$ cat config.mk
export PLATFORM = sky130hd
export DESIGN_NAME = itb_boot_chain
export DESIGN_NICKNAME = d
export VERILOG_FILES = /design/src/inc/itb_pkg.sv /design/src/verilog/itb_addr_match.sv /design/src/verilog/itb_boot_chain.sv
export VERILOG_INCLUDE_DIRS = /design/src /design/src/inc
export SDC_FILE = /design/constraint.sdc
export NUM_CORES = 1
export LEC_CHECK = 0
export BUFFER_PORTS_ARGS = -buffer_cell sky130_fd_sc_hd__buf_2
export CELL_PAD_IN_SITES_DETAIL_PLACEMENT = 1
export CELL_PAD_IN_SITES_GLOBAL_PLACEMENT = 2
export CORE_MARGIN = 2
export CORE_UTILIZATION = 32
export CTS_BUF_LIST = sky130_fd_sc_hd__clkbuf_8
export DETAILED_ROUTE_END_ITERATION = 12
export PLACE_DENSITY_LB_ADDON = 0.25
export REMOVE_ABC_BUFFERS = 1
export SYNTH_ARGS = -nofsm -noshare
export SYNTH_HDL_FRONTEND = slang
export SYNTH_SLANG_ARGS = --single-unit
$ cat constraint.sdc
create_clock -name pclk -period 4.3 [get_ports pclk]
set_input_delay 0.215 -clock pclk [delete_from_list [all_inputs] [get_ports pclk]]
set_output_delay 0.215 -clock pclk [all_outputs]
set_load 0.03 [all_outputs]
$ cat src/inc/itb_params.svh
// Contract
// - Own target address sits in bits 25..31 of target config, resets to 0x30.
// - Device answers at its own address only while target response enable is set.
// - Two low address bits are captured from configuration pins at power-up.
// - Writes to the pin-latched low bits are ignored unless unlock is written one.
// - After every reset a boot load starts from EEPROM using reset contents.
// - Some boot control fields take reset values from pins sampled at power-up.
// - Loaded EEPROM data may overwrite boot control during boot.
// - After boot ends, boot control stays read/write but has no effect.
// - Other field writes update storage but do not alter boot without chain.
// - With response disabled, all transfers are refused except enabled alert reads.
// - Low-bits unlock resets to zero; writers set it in the changing write.
`ifndef ITB_PARAMS_SVH
`define ITB_PARAMS_SVH
`define ITB_OFF_TGT_CFG 32'h0001_D13C
`define ITB_OFF_BOOT 32'h0001_D140
`define ITB_OFF_STATUS 32'h0001_D144
`define ITB_ADDR_RST 7'h30
// Target config reset: response enabled, own address at its reset value
`define ITB_TGT_RST 32'h1000_0030
// Boot control reset: page increment set, straps fill in offset size and the two low device address bits
`define ITB_BOOT_RST 32'h2000_0000
`define ITB_ALERT_ADDR 7'h0C
`define ITB_GCALL_ADDR 7'h00
// Bit positions in LSB-0 numbering (doc bit n = 31-n)
`define ITB_B_ADDR_LO 0
`define ITB_B_ADDR_HI 6
`define ITB_B_UNLK 24
`define ITB_B_EN 28
`define ITB_B_ALRT 29
`define ITB_B_CHAIN 31
`define ITB_B_PERIPHERAL_OFFSET_SIZE 30
`define ITB_B_BOOT_PAGE_INCREMENT 29
`define ITB_B_BOOT_DEVICE_LOW_BITS_UNLOCK 28
`define ITB_B_BADDR_LO 16
`define ITB_B_BADDR_HI 22
`define ITB_B_PMODE 15
`define ITB_B_PADDR_HI 12
`define ITB_TGT_MASK 32'h3100_007F
`define ITB_BOOT_MASK 32'hF07F_FFFF
`endif

$ cat src/inc/itb_pkg.sv
package itb_pkg;
    typedef enum logic [1:0] {
        ITB_IDLE = 2'b00,
        ITB_LOAD = 2'b01,
        ITB_DONE = 2'b11
    } itb_state_e;
    typedef logic [31:0] itb_word_t;
endpackage

$ cat src/verilog/itb_addr_match.sv
`timescale 1ns/1ps
`default_nettype none
`include "itb_params.svh"
// Decides whether an incoming bus address is acknowledged
module itb_addr_match (
    input wire logic [6:0] bus_addr,
    input wire logic bus_read,
    input wire logic [6:0] own_target_address,
    input wire logic target_response_enable,
    input wire logic alert_response_enable,
    input wire logic alert_pending,
    output logic ack
);
    logic is_alert;
    // Alert read wins over own address when enabled
    always_comb begin
        is_alert = alert_response_enable && alert_pending && bus_read && (bus_addr == `ITB_ALERT_ADDR);
        ack = 1'b0;
        if (is_alert) begin
            ack = 1'b1;
        end else if (bus_addr == `ITB_GCALL_ADDR) begin
            ack = 1'b0;
        end else if (target_response_enable && bus_addr == own_target_address) begin
            ack = 1'b1;
        end
    end
endmodule // itb_addr_match
`default_nettype wire

$ cat src/verilog/itb_boot_chain.sv
`timescale 1ns/1ps
`default_nettype none
`include "itb_params.svh"
// Target address register and boot-load chain control
module itb_boot_chain (
    input wire logic pclk,
    input wire logic presetn,
    input wire logic psel,
    input wire logic penable,
    input wire logic pwrite,
    input wire logic [31:0] paddr,
    input wire itb_pkg::itb_word_t pwdata,
    output itb_pkg::itb_word_t prdata,
    output logic pready,
    output logic pslverr,
    input wire logic [1:0] addr_pins,
    input wire logic [1:0] boot_addr_pins,
    input wire logic boot_peripheral_offset_size_pin,
    input wire logic [6:0] bus_addr,
    input wire logic bus_read,
    input wire logic alert_pending,
    output logic bus_ack,
    input wire logic load_we,
    input wire itb_pkg::itb_word_t load_data,
    input wire logic load_count_zero,
    input wire logic load_finished,
    output logic boot_start,
    output logic [6:0] boot_device_address,
    output logic boot_offset_size,
    output logic [12:0] boot_offset,
    output logic boot_active
);
    import itb_pkg::*;

    itb_word_t tgt_cfg, next_tgt_cfg;
    itb_word_t boot_ctl, next_boot_ctl;
    itb_state_e state, next_state;
    logic captured, next_captured;
    logic next_boot_start;
    logic [6:0] next_boot_device_address;
    logic next_boot_offset_size;
    logic [12:0] next_boot_offset;
    itb_word_t next_prdata;
    logic wr, rd, hit;

    // Locked low bits keep their old value unless the unlock bit is in the data
    function automatic itb_word_t merge_locked(input itb_word_t old_v, input itb_word_t new_v,
                                               input int lo, input int unlk);
        itb_word_t r;
        r = new_v;
        if (!new_v[unlk]) begin
            r[lo+1 -: 2] = old_v[lo+1 -: 2];
        end
        return r;
    endfunction

    assign wr = psel && penable && pwrite;
    assign rd = psel && !penable && !pwrite;
    assign hit = (paddr == `ITB_OFF_TGT_CFG) || (paddr == `ITB_OFF_BOOT) || (paddr == `ITB_OFF_STATUS);
    assign pready = 1'b1;
    assign pslverr = psel && penable && !hit;
    assign boot_active = (state == ITB_LOAD);

    // Register and boot sequencer next values
    always_comb begin
        next_tgt_cfg = tgt_cfg;
        next_boot_ctl = boot_ctl;
        next_state = state;
        next_captured = 1'b1;
        next_boot_start = 1'b0;
        next_boot_device_address = boot_device_address;
        next_boot_offset_size = boot_offset_size;
        next_boot_offset = boot_offset;
        next_prdata = prdata;
        if (!captured) begin
            next_tgt_cfg[`ITB_B_ADDR_LO+1 -: 2] = addr_pins;
            next_boot_ctl[`ITB_B_BADDR_LO+1 -: 2] = boot_addr_pins;
            next_boot_ctl[`ITB_B_PERIPHERAL_OFFSET_SIZE] = boot_peripheral_offset_size_pin;
        end
        if (wr && paddr == `ITB_OFF_TGT_CFG) begin
            next_tgt_cfg = merge_locked(tgt_cfg, pwdata, `ITB_B_ADDR_LO, `ITB_B_UNLK) & `ITB_TGT_MASK;
            next_tgt_cfg[`ITB_B_UNLK] = 1'b0;
        end
        if (wr && paddr == `ITB_OFF_BOOT) begin
            next_boot_ctl = merge_locked(boot_ctl, pwdata, `ITB_B_BADDR_LO, `ITB_B_BOOT_DEVICE_LOW_BITS_UNLOCK) & `ITB_BOOT_MASK;
        end
        unique case (state)
            ITB_IDLE: begin
                if (captured) begin
                    next_state = ITB_LOAD;
                    next_boot_start = 1'b1;
                    next_boot_device_address = boot_ctl[`ITB_B_BADDR_HI:`ITB_B_BADDR_LO];
                    next_boot_offset_size = boot_ctl[`ITB_B_PERIPHERAL_OFFSET_SIZE];
                    next_boot_offset = boot_ctl[`ITB_B_PADDR_HI:0];
                end
            end
            ITB_LOAD: begin
                if (load_we) begin
                    next_boot_ctl = merge_locked(boot_ctl, load_data, `ITB_B_BADDR_LO, `ITB_B_BOOT_DEVICE_LOW_BITS_UNLOCK)
                                    & `ITB_BOOT_MASK;
                    if (load_data[`ITB_B_CHAIN] && load_count_zero) begin
                        next_boot_start = 1'b1;
                        next_boot_device_address = next_boot_ctl[`ITB_B_BADDR_HI:`ITB_B_BADDR_LO];
                        next_boot_offset_size = next_boot_ctl[`ITB_B_PERIPHERAL_OFFSET_SIZE];
                        next_boot_offset = next_boot_ctl[`ITB_B_PADDR_HI:0];
                    end else if (load_count_zero && load_finished) begin
                        next_state = ITB_DONE;
                    end
                end else if (load_finished) begin
                    next_state = ITB_DONE;
                end
            end
            ITB_DONE: begin
                next_state = ITB_DONE;
            end
            default: next_state = ITB_IDLE;
        endcase
        // Read data captured in setup phase
        if (rd) begin
            if (paddr == `ITB_OFF_TGT_CFG) begin
                next_prdata = tgt_cfg;
            end else if (paddr == `ITB_OFF_BOOT) begin
                next_prdata = boot_ctl;
            end else if (paddr == `ITB_OFF_STATUS) begin
                next_prdata = {30'h0000_0000, state};
            end else begin
                next_prdata = 32'h0000_0000;
            end
        end
    end

    // State registers
    always_ff @(posedge pclk or negedge presetn) begin
        if (!presetn) begin
            tgt_cfg <= `ITB_TGT_RST;
            boot_ctl <= `ITB_BOOT_RST;
            state <= ITB_IDLE;
            captured <= 1'b0;
            boot_start <= 1'b0;
            boot_device_address <= 7'h00;
            boot_offset_size <= 1'b0;
            boot_offset <= 13'h0000;
            prdata <= 32'h0000_0000;
        end else begin
            tgt_cfg <= next_tgt_cfg;
            boot_ctl <= next_boot_ctl;
            state <= next_state;
            captured <= next_captured;
            boot_start <= next_boot_start;
            boot_device_address <= next_boot_device_address;
            boot_offset_size <= next_boot_offset_size;
            boot_offset <= next_boot_offset;
            prdata <= next_prdata;
        end
    end

    itb_addr_match u_match (
        .bus_addr(bus_addr),
        .bus_read(bus_read),
        .own_target_address(tgt_cfg[`ITB_B_ADDR_HI:`ITB_B_ADDR_LO]),
        .target_response_enable(tgt_cfg[`ITB_B_EN]),
        .alert_response_enable(tgt_cfg[`ITB_B_ALRT]),
        .alert_pending(alert_pending),
        .ack(bus_ack)
    );

    // General call never acknowledged
    a_gcall_nack: assert property (@(posedge pclk) disable iff (!presetn)
        (bus_addr == `ITB_GCALL_ADDR) |-> !bus_ack) else $error("general call acked");
    a_disabled_nack: assert property (@(posedge pclk) disable iff (!presetn)
        (!tgt_cfg[`ITB_B_EN] && !(bus_read && bus_addr == `ITB_ALERT_ADDR)) |-> !bus_ack)
        else $error("ack while disabled");
    a_own_ack: assert property (@(posedge pclk) disable iff (!presetn)
        (tgt_cfg[`ITB_B_EN] && bus_addr == tgt_cfg[`ITB_B_ADDR_HI:`ITB_B_ADDR_LO]
         && bus_addr != `ITB_ALERT_ADDR && bus_addr != `ITB_GCALL_ADDR)
        |-> bus_ack) else $error("own address not acked");
    a_lock_low: assert property (@(posedge pclk) disable iff (!presetn)
        (captured && wr && paddr == `ITB_OFF_TGT_CFG && !pwdata[`ITB_B_UNLK])
        |=> tgt_cfg[1:0] == $past(tgt_cfg[1:0])) else $error("locked bits changed");
    a_boot_first: assert property (@(posedge pclk) disable iff (!presetn)
        (state == ITB_IDLE && captured) |=> boot_start && state == ITB_LOAD) else $error("boot not started");
    a_pin_cap: assert property (@(posedge pclk) disable iff (!presetn)
        !captured |=> tgt_cfg[1:0] == $past(addr_pins)) else $error("pins not captured");
    a_chain_go: assert property (@(posedge pclk) disable iff (!presetn)
        (state == ITB_LOAD && load_we && load_data[`ITB_B_CHAIN] && load_count_zero) |=> boot_start)
        else $error("chain missed");
    a_no_chain: assert property (@(posedge pclk) disable iff (!presetn)
        (state != ITB_IDLE && !(state == ITB_LOAD && load_we && load_data[`ITB_B_CHAIN] && load_count_zero))
        |=> !boot_start) else $error("spurious restart");
    a_done_quiet: assert property (@(posedge pclk) disable iff (!presetn)
        state == ITB_DONE |=> $stable(boot_device_address) && state == ITB_DONE) else $error("boot moved");
endmodule // itb_boot_chain
`default_nettype wire
# After elaboration in Yosys (flattened, before gate mapping)
# Index checks and enable logic that the tools add are counted.
[op_classes]
n_reduce_logical = 24
eq_ne = 15
n_mux = 38
[ops]
columns = ["op", "n"]
rows = [
  ["32-bit two-way mux", 5],
  ["32-bit by 17-bit == test with 1-bit output, second input constant", 3],
  ["13-bit two-way mux", 3],
  ["13-bit case mux with 2 select lines", 1],
  ["2-bit two-way mux", 12],
  ["7-bit two-way mux", 3],
  ["7-bit case mux with 2 select lines", 1],
  ["1-bit logical AND", 13],
  ["1-bit two-way mux", 10],
  ["4-bit AND reduction", 2],
  ["7-bit by 4-bit == test with 1-bit output, second input constant", 1],
  ["7-bit == test", 1],
  ["7-bit zero test", 1],
  ["2-bit inequality test, second input constant", 3],
  ["3-bit inequality test, second input constant", 2],
  ["2-bit case mux with 3 select lines", 1],
  ["2-bit by 1-bit inequality test with 1-bit output, second input constant", 2],
  ["1-bit case mux with 2 select lines", 2],
  ["1-bit zero test", 3],
  ["3-bit by 2-bit inequality test with 1-bit output, second input constant", 1],
  ["2-bit by 1-bit == test with 1-bit output, second input constant", 1],
  ["2-bit == test, second input constant", 1],
  ["2-bit zero test", 1],
  ["1-bit logical OR", 2],
  ["other kinds (2)", 2],
]
[word_totals]
input_bits = 118
wordCells = 87
register_bits = 98

# Logic depth before layout (Yosys ltp)
# Gate-level depths: netlist (run 1).
[logic_depth]
ltp_word = 6
depth_mapped = 7
depth_no_buf = 5

# Cells and area by module
# From an unflattened synthesis (run 1), not the netlist that was laid out.
[unflattened]
cells_unflattened = 493
hier_area_um2 = 4636.9
[by_module_without_submodules]
columns = ["mod", "area_per_inst_um2", "seq_area_each_um2", "cells_each", "instances"]
rows = [
  ["itb_boot_chain", 4488.1, 2457.4, 476, 1],
  ["itb_addr_match", 148.9, 0.0, 17, 1],
]

# Worst setup path after synthesis (run 1)
# No wires, ideal clock.
[synth_timing]
kind = "input to register"
start = "input port paddr[11]"
end = "register boot_ctl[16]"
stages = 6
required_time_ns = 4.155
slack_ns = 2.468
n_path_buf = 1
t_arrival_ns = 1.687
path_cell_list = "nor4_2 nand4_1 or4_4 buf_6 a2111oi_4 a211oi_2"
[synth_via]
elab_chain_cells = 5
[synth_lines]
columns = ["item", "line_no", "rtl"]
rows = [
  ["start, declared", "itb_boot_chain.sv:11", "input wire logic [31:0] paddr,"],
  ["32-bit by 17-bit == test with 1-bit output (no source line) (*)", "n/a", ""],
  ["1-bit logical AND (no source line) (*)", "n/a", ""],
  ["32-bit two-way mux (*)", "itb_boot_chain.sv:84", "if (wr && paddr == `ITB_OFF_BOOT) begin"],
  ["32-bit two-way mux", "itb_boot_chain.sv:98", "if (load_we) begin"],
  ["32-bit two-way mux (*)", "itb_boot_chain.sv:87", "unique case (state)"],
  ["via next_boot_ctl[16]", "itb_boot_chain.sv:36", "itb_word_t boot_ctl, next_boot_ctl;"],
  ["end signal, assigned", "itb_boot_chain.sv:136", "boot_ctl <= `ITB_BOOT_RST;"],
  ["end signal, assigned", "itb_boot_chain.sv:146", "boot_ctl <= next_boot_ctl;"],
  ["end, declared", "itb_boot_chain.sv:36", ""],
]
# Mark *: on every way through the listed nets, which the timed path passes. The rest lies on a longest branch.
# A chain may end at the register's enable or synchronous reset.

# Worst setup path after layout (run 1)
[layout_timing]
start = "input port paddr[3]"
end = "register boot_ctl[12]"
# The elaborated chain is that of the path after synthesis.

==> out/metrics.yaml, run 1 <==
outcome:
  run_status: "completed"
clocking:
  clkSlewWorstSetupHoldPaths_ps: 100
  buffer_type_at_the_clock_tree_root: "clkbuf_8"
  clock_tree_from_tritoncts: "built"
  h-tree-depth: 3
  clock_tree.buffer_depth: 2
  insertion_delay_ps: 370
  post_cts_buffers: 0
  numClockSinks: 98
  cts_made_buffers: 9
synthesis:
  post-synth-top-area-fraction_pct: 49.4
  synth_top_family_by_area: "simple AND/OR/NAND/NOR gates"
  yosysWarnings: 0
  synth.mux.area_fraction_pct: 6.92
  synth.yosys.seq_area_share_pct: 51.6
  synth_compound_area_share_pct: 8.26
  synth_xor_area_share_pct: 1.10
  register_bit_total_from_synthesis: 98
  synth_area_leader_cell: "dfrtp_1"
  yosys.area_share.simple_pct: 28.2
  synth_area_sq_um: 4760
  number_of_synthesized_flops_with_an_enable_pin: 0
  synth_cells: 494
  synth_fa_ha_area_share_pct: 0
  synthFlopType: "dfrtp_1"
  synthArstFlopShare_pct: 100
  post_synth.cell_area_avg_sq_um: 9.63
  synth_area_leaders: "dfrtp_1 (49%), nand3_1 (10%), nand2_1 (6.7%)"
  synthDistinctLibCells: 48
placed_design:
  post-dp-hpwl_mm: 9.96
  io_buffer_count: 165
  place_inst: 816
  detailedPlace.worstSlack_ps: 1820
  place.gp.congestion: 0.804
  placement.cell_area_sq_um: 5720
timing:
  postLayoutSetupSlackWorst_ps: 2250
  fmaxAchievable_mhz: 487
  fin_setup_tns_ps: 0
  setup-violations-final: 0
  grt_setup_unrepaired: "false"
  whs_ps: 58.2
  timing.final.hold_violations: 0
  max-slew-margin-rel_pct: 28.5
  tightest_slew_ps: 1070
  final_max_slew_viol_count: 0
  finalClockSkew_ps: 10.9
  finalWorstPathRequiredPeriod_ps: 2050
  fin_crit_sh_pct: 47.7
grt:
  pin_count_of_the_biggest_net_entering_global_routing: 66
  grt-ovfl-total: 0
  number_of_antenna_violations_at_the_first_check_in_global_routing: 0
  wire_length_of_the_first_global_routing_pass_mm: 23.7
  number_of_global_route_vias_before_repair: 4477
  grt.total_usage_pct: 19.0
cells_and_area:
  final_cell_mix: "buf_2 (164), nand3_1 (99), dfrtp_1 (94)"
  register_area_sq_um: 2460
  fin_cells: 833
  most_frequent_standard_cell_in_the_layout_excluding_fill_and_tap_cells: "buf_2"
  antennaDiodeCount: 0
  drive_gt1_share_pct: 34.4
  post-route-cell-area_sq_um: 5920
  layout-area-overhead-vs-synth_pct: 24.5
  filler_cell_count: 1728
  num-nets-final: 762
  footprint_of_the_multi_input_gates_sq_um: 2150
routing:
  routed_wl_mm: 14.9
  final_antenna_net_count: 0
  wl_per_cell_microns: 17.8
  number_of_remaining_drc_errors: 0
  violation_count_after_the_first_detailed_route_iteration: 134
  drt_pass1_iterations: 4
  route.detailed.vias_per_inst: 5.07
  dr_total_vias: 4226
setup_path:
  worstRegToRegCells: 4
  arrival_ps: 2360
  critical_path.reg2reg.startpoint: "state[1]"
  crit_fanout: 16
  critical_path.reg2reg.endpoint: "boot_ctl[17]"
  setup.worst_path.class: "in2reg"
  timing.reg2reg.setup_slack_ps: 2370
  cp.required_ps: 4610
  cp-start-kind: "input pin"
  critical_path.endpoint_type: "register"
min_path:
  worst_hold_path.num_cells: 3
  worst_hold_path_type: "in2reg"
  holdPathEnd: "boot_ctl[15]"
  min_from: "load_data[15]"
floorplanning:
  initial_core_util_pct: 32.7
  placement_rows: 44
  die_area_sq_um: 15900
  die_w_microns: 126
  core_area_sq_um: 14500
  die-height_microns: 126
  num_io_pins: 176
pwr:
  p_per_area_nw_per_um2: 457
  intPower_w: 0.00171
  power.share.combinational_pct: 29.7
  leakagePower_nw: 2.91
  switching_share_pct: 37.0
  sequentialPowerShare_pct: 47.9
  clock_power_share_pct: 22.4
  vdd_ir_drop_max_uv: 168
  p_switching_w: 0.00100
run:
  drv.max_cap_violation_count: 0
per-layer routing:
layer	share of wire, %	vias up	track usage, %
met2	50	118	33.0
met1	44	2076	24.0
li1	-	2022	-
met4	1.1	0	5.62
met3	5.0	10	3.61
met5	0	-	0
worst max-delay path: stages:
cell and delay, ps:
buf_2 110, nor4b_1 310, nand4_1 340, nor4_4 740, buf_4 390, nand3_1 110, nand3_1 140
area by class of cell:
| cell class | instances | area share (%) |
|---|---|---|
| timing repair buffer | 172 | 14.9 |
| clock buffer | 9 | 2.09 |
| clock inverter | 7 | 1.14 |
| tap | 184 | 3.89 |
| multi-input combinational | 360 | 36.3 |
| sequential | 98 | 41.5 |
| inverter | 3 | 0.190 |
worst max path at each step:
stage                         endpoint  slack (ps)  depth (start not counted)        from
after floorplan           boot_ctl[23]         250                          3    state[1]
after global placement    boot_ctl[14]        1890                          7    paddr[3]
after detailed placement  boot_ctl[12]        1820                          7   paddr[11]
after CTS                      bus_ack        2200                          6  tgt_cfg[3]
after global routing      boot_ctl[21]        2040                          7    paddr[7]
final                     boot_ctl[12]        2250                          7    paddr[3]
cell families (layout without fill, tap and decap cells):
kind of cell / count (synthesis) / count (layout)
buffers and inverters: 37 / 191
XOR/XNOR: 6 / 6
flip-flops: 98 / 98
AO/OA/AOI/OAI: 57 / 57
AND/OR/NAND/NOR: 263 / 263
other: 1 / 2
multiplexers: 32 / 32
synthesized netlist by cell type, types with 2 or more instances:
master / count
a2111oi_0: 3
a2111oi_4: 2
a211oi_2: 2
a21oi_1: 33
a31oi_1: 7
and2_1: 3
and3_1: 6
buf_2: 5
buf_4: 2
buf_6: 4
clkbuf_1: 22
dfrtp_1: 94
dfstp_2: 4
inv_1: 3
mux2_2: 7
mux2i_1: 25
nand2_1: 85
nand2b_1: 2
nand3_1: 99
nand4_1: 4
nor2_1: 34
nor2b_1: 6
nor3_1: 3
nor4_4: 4
o21ai_0: 3
o221a_2: 2
o31ai_1: 2
or2_2: 3
or4_1: 2
xnor2_1: 3
xor2_1: 3
registers in the layout (all words and copies together), names as in the netlist:
signal	count
prdata	32
boot_offset_size	1
boot_ctl	32
boot_offset	13
tgt_cfg	9
state	2
boot_device_address	7
captured	1
boot_start	1
power by group through the flow:
stage | Clock [W] | Sequential [W] | Combinational [W]
finish | 0.000608 | 0.00130 | 0.000804
floorplan | 0 | 0.00151 | 0.000306
CTS | 0.000632 | 0.00130 | 0.000816
global route | 0.000665 | 0.00133 | 0.000881
detailed placement | 0 | 0.00132 | 0.000813
global placement | 0 | 0.00130 | 0.000793
stage by stage:
step           utilization (%)  total power [W]
6_report                  40.8          0.00271
5_1_grt                   40.8          0.00288
4_1_cts                   40.8          0.00275
3_5_place_dp              39.4          0.00213
3_3_place_gp              39.4          0.00210
2_1_floorplan                -          0.00182
repair_timing:
action	4_1_cts	5_1_grt
resized for setup	0	0
endpoints found under the hold margin	60	0
hold buffers	1	0
Power figures use the tool's default switching activity.
==> inputs of run 2 (changes only) <==
--- a/config.mk
+++ b/config.mk
@@ -10,7 +10,7 @@
 export CELL_PAD_IN_SITES_DETAIL_PLACEMENT = 1
 export CELL_PAD_IN_SITES_GLOBAL_PLACEMENT = 2
 export CORE_MARGIN = 2
-export CORE_UTILIZATION = 32
+export CORE_UTILIZATION = 27
 export CTS_BUF_LIST = sky130_fd_sc_hd__clkbuf_8
 export DETAILED_ROUTE_END_ITERATION = 12
 export PLACE_DENSITY_LB_ADDON = 0.25
==> constraint.sdc (replaced) <==
create_clock -name pclk -period 1.74 [get_ports pclk]
set_input_delay 0.087 -clock pclk [delete_from_list [all_inputs] [get_ports pclk]]
set_output_delay 0.087 -clock pclk [all_outputs]
set_load 0.03 [all_outputs]
==> out/metrics.yaml, run 2 (synthesis results as in run 1) <==
outcome:
  run_status: "finished with violations"
  violations_in_the_final_reports: "setup timing"
cells_and_area:
  filler_cell_count: 2038  # +18%
  drive_gt1_share_pct: 34.3  # -0.059 points
  antennaDiodeCount: 0  # unchanged
  num-nets-final: 836  # +9.7%
  most_frequent_standard_cell_in_the_layout_excluding_fill_and_tap_cells: "buf_2"
  final_cell_mix: "buf_2 (163), nand3_1 (99), dfrtp_1 (94)"
  reg_top3: "boot_ctl: 32 flops, prdata: 32 flops, boot_offset: 13 flops"
  layout-area-overhead-vs-synth_pct: 42.0
  finalCoreUtilization_pct: 39.2  # -1.5 points
routing:
  violation_count_after_the_first_detailed_route_iteration: 146  # +9.0%
  final_antenna_net_count: 0  # unchanged
  wl_per_cell_microns: 17.4  # -2.6%
  dr_total_vias: 4487  # +6.2%
  routed_wl_mm: 16.5  # +11%
  drt_pass1_iterations: 4  # unchanged
  route.detailed.vias_per_inst: 4.73  # -6.7%
  number_of_remaining_drc_errors: 0  # unchanged
setup_path:
  setup.worst_path.class: "reg2out"
  cp.required_ps: 1650  # -2960 ps
  cp-start-kind: "register"
  critical_path.endpoint_type: "output pin"
  crit_fanout: 3  # -13
  arrival_ps: 1730  # -630 ps
pwr:
  p_per_area_nw_per_um2: 996  # +120%
  leakagePower_nw: 3.26  # +12%
  vdd_ir_drop_max_uv: 349  # +110%
  report.power.total_w: 0.00673  # +150%
timing:
  grt_setup_unrepaired: "true"
  postLayoutSetupSlackWorst_ps: -77.0  # -2330 ps
  setup-violations-final: 1  # +1
  fin_crit_sh_pct: 104
  tightest_slew_ps: 641  # -427 ps
  fmaxAchievable_mhz: 550
  finalClockSkew_ps: 14.2  # +3.24 ps
  finalWorstPathRequiredPeriod_ps: 1820
  timing.final.hold_violations: 0  # unchanged
  max-slew-margin-rel_pct: 56.2  # +28 points
  final_max_slew_viol_count: 0  # unchanged
floorplanning:
  die_w_microns: 137  # +8.6%
  placement_rows: 48  # +9.1%
  num_io_pins: 176  # unchanged
  core_area_sq_um: 17200  # +19%
  die-height_microns: 137  # +8.6%
  die_area_sq_um: 18700  # +18%
  initial_core_util_pct: 27.6  # -5.1 points
clocking:
  cts_made_buffers: 9  # unchanged
  numClockSinks: 98  # unchanged
  h-tree-depth: 3  # unchanged
  clkSlewWorstSetupHoldPaths_ps: 100  # about the same
  clock_tree_from_tritoncts: "built"
  insertion_delay_ps: 370  # about the same
  clock_tree.buffer_depth: 2  # unchanged
  buffer_type_at_the_clock_tree_root: "clkbuf_8"
grt:
  number_of_global_route_vias_before_repair: 4844  # +8.2%
  wire_length_of_the_first_global_routing_pass_mm: 25.9  # +9.4%
  number_of_antenna_violations_at_the_first_check_in_global_routing: 1  # +1
  grt.total_usage_pct: 18.3  # -0.69 points
  grt-ovfl-total: 0  # unchanged
  pin_count_of_the_biggest_net_entering_global_routing: 42  # -36%
placed_design:
  place.gp.congestion: 0.779  # -3.1%
  io_buffer_count: 165  # unchanged
  post-dp-hpwl_mm: 11.8  # +18%
run:
  drv.max_cap_violation_count: 0  # unchanged
min_path:
  worst_hold_path_type: "in2reg"
==> run 2: changes by cell type in the layout (fill, tap and decap cells not counted), moves of 2 or more <==
cell,change
inv_6,-2
inv_1,+2
clkinvlp_4,+2
dlygate4sd3_1,+48
buf_12,+9
clkinv_2,-3
buf_4,+18
==> run 2: power by group <==
part | total (W) | switching (W) | internal, W | leakage, nW
Combinational | 0.00213 | 0.00132 | 0.000806 | 1.94
Sequential | 0.00321 | 0.000358 | 0.00285 | 1.23
Clock | 0.00139 | 0.000843 | 0.000551 | 0.0909
==> run 2: repair_timing <==
| item | CTS | global route |
|---|---|---|
| endpoints found under the setup margin | 1 | 1 |
| pin swaps | 3 | 0 |
| endpoints found under the hold margin | 68 | 0 |
| hold buffers | 49 | 0 |
| gates resized for setup | 3 | 0 |
| buffers inserted | 1 | 0 |
==> run 2: per-layer routing <==
| metal | routed length, microns | part of all wire, % | GRT usage, % |
|---|---|---|---|
| met3 | 956 | 5.8 | 3.70 |
| met1 | 7330 | 45 | 23.8 |
| met2 | 7930 | 48 | 30.5 |
| met5 | 0 | 0 | 0 |
| met4 | 254 | 1.5 | 5.56 |
==> run 2: metrics by stage <==
stage	std cells	setup slack [ps]	instance area (sq um)	hold slack [ps]	setup TNS [ps]
detailed placement	882	-172	6070	48.7	-4140
floorplan	461	-2310	4590	-209	-117650
global route	948	-223	6760	51.7	-223
CTS	948	-118	6760	10.6	-118
finish	948	-77.0	6760	35.9	-77.0
global placement	882	-97.3	6070	50.6	-2190
==> run 2: area by class of cell <==
type	instances	area (sq um)	area share, %
multi-input combinational	360	2160	32.0
tap	225	282	4.17
inverter	3	11.3	0.167
timing repair buffer	246	1670	24.8
sequential	98	2460	36.4
clock inverter	6	36.3	0.537
clock buffer	10	138	2.04
==> run 2: worst paths after layout <==
| kind | slack [ps] | cells past startpoint | startpoint | to |
|---|---|---|---|---|
| max | -80 | 5 | tgt_cfg[6] | bus_ack |
| min | 40 | 3 | load_data[28] | boot_ctl[28] |
| max reg2reg | 40 | 4 | state[0] | boot_ctl[17] |
| min reg2reg | 470 | 2 | prdata[27] | prdata[27] |
| max in group asynchronous | 950 | 3 | presetn | tgt_cfg[4] |
| min in group asynchronous | 170 | 2 | presetn | prdata[24] |
==> run 2: worst max-delay path, cell delays in order (launching register included) <==
cell	delay, ps
dfrtp_1	420
xor2_1	160
nor4_2	290
o2111ai_1	170
o31ai_2	110
buf_4	220
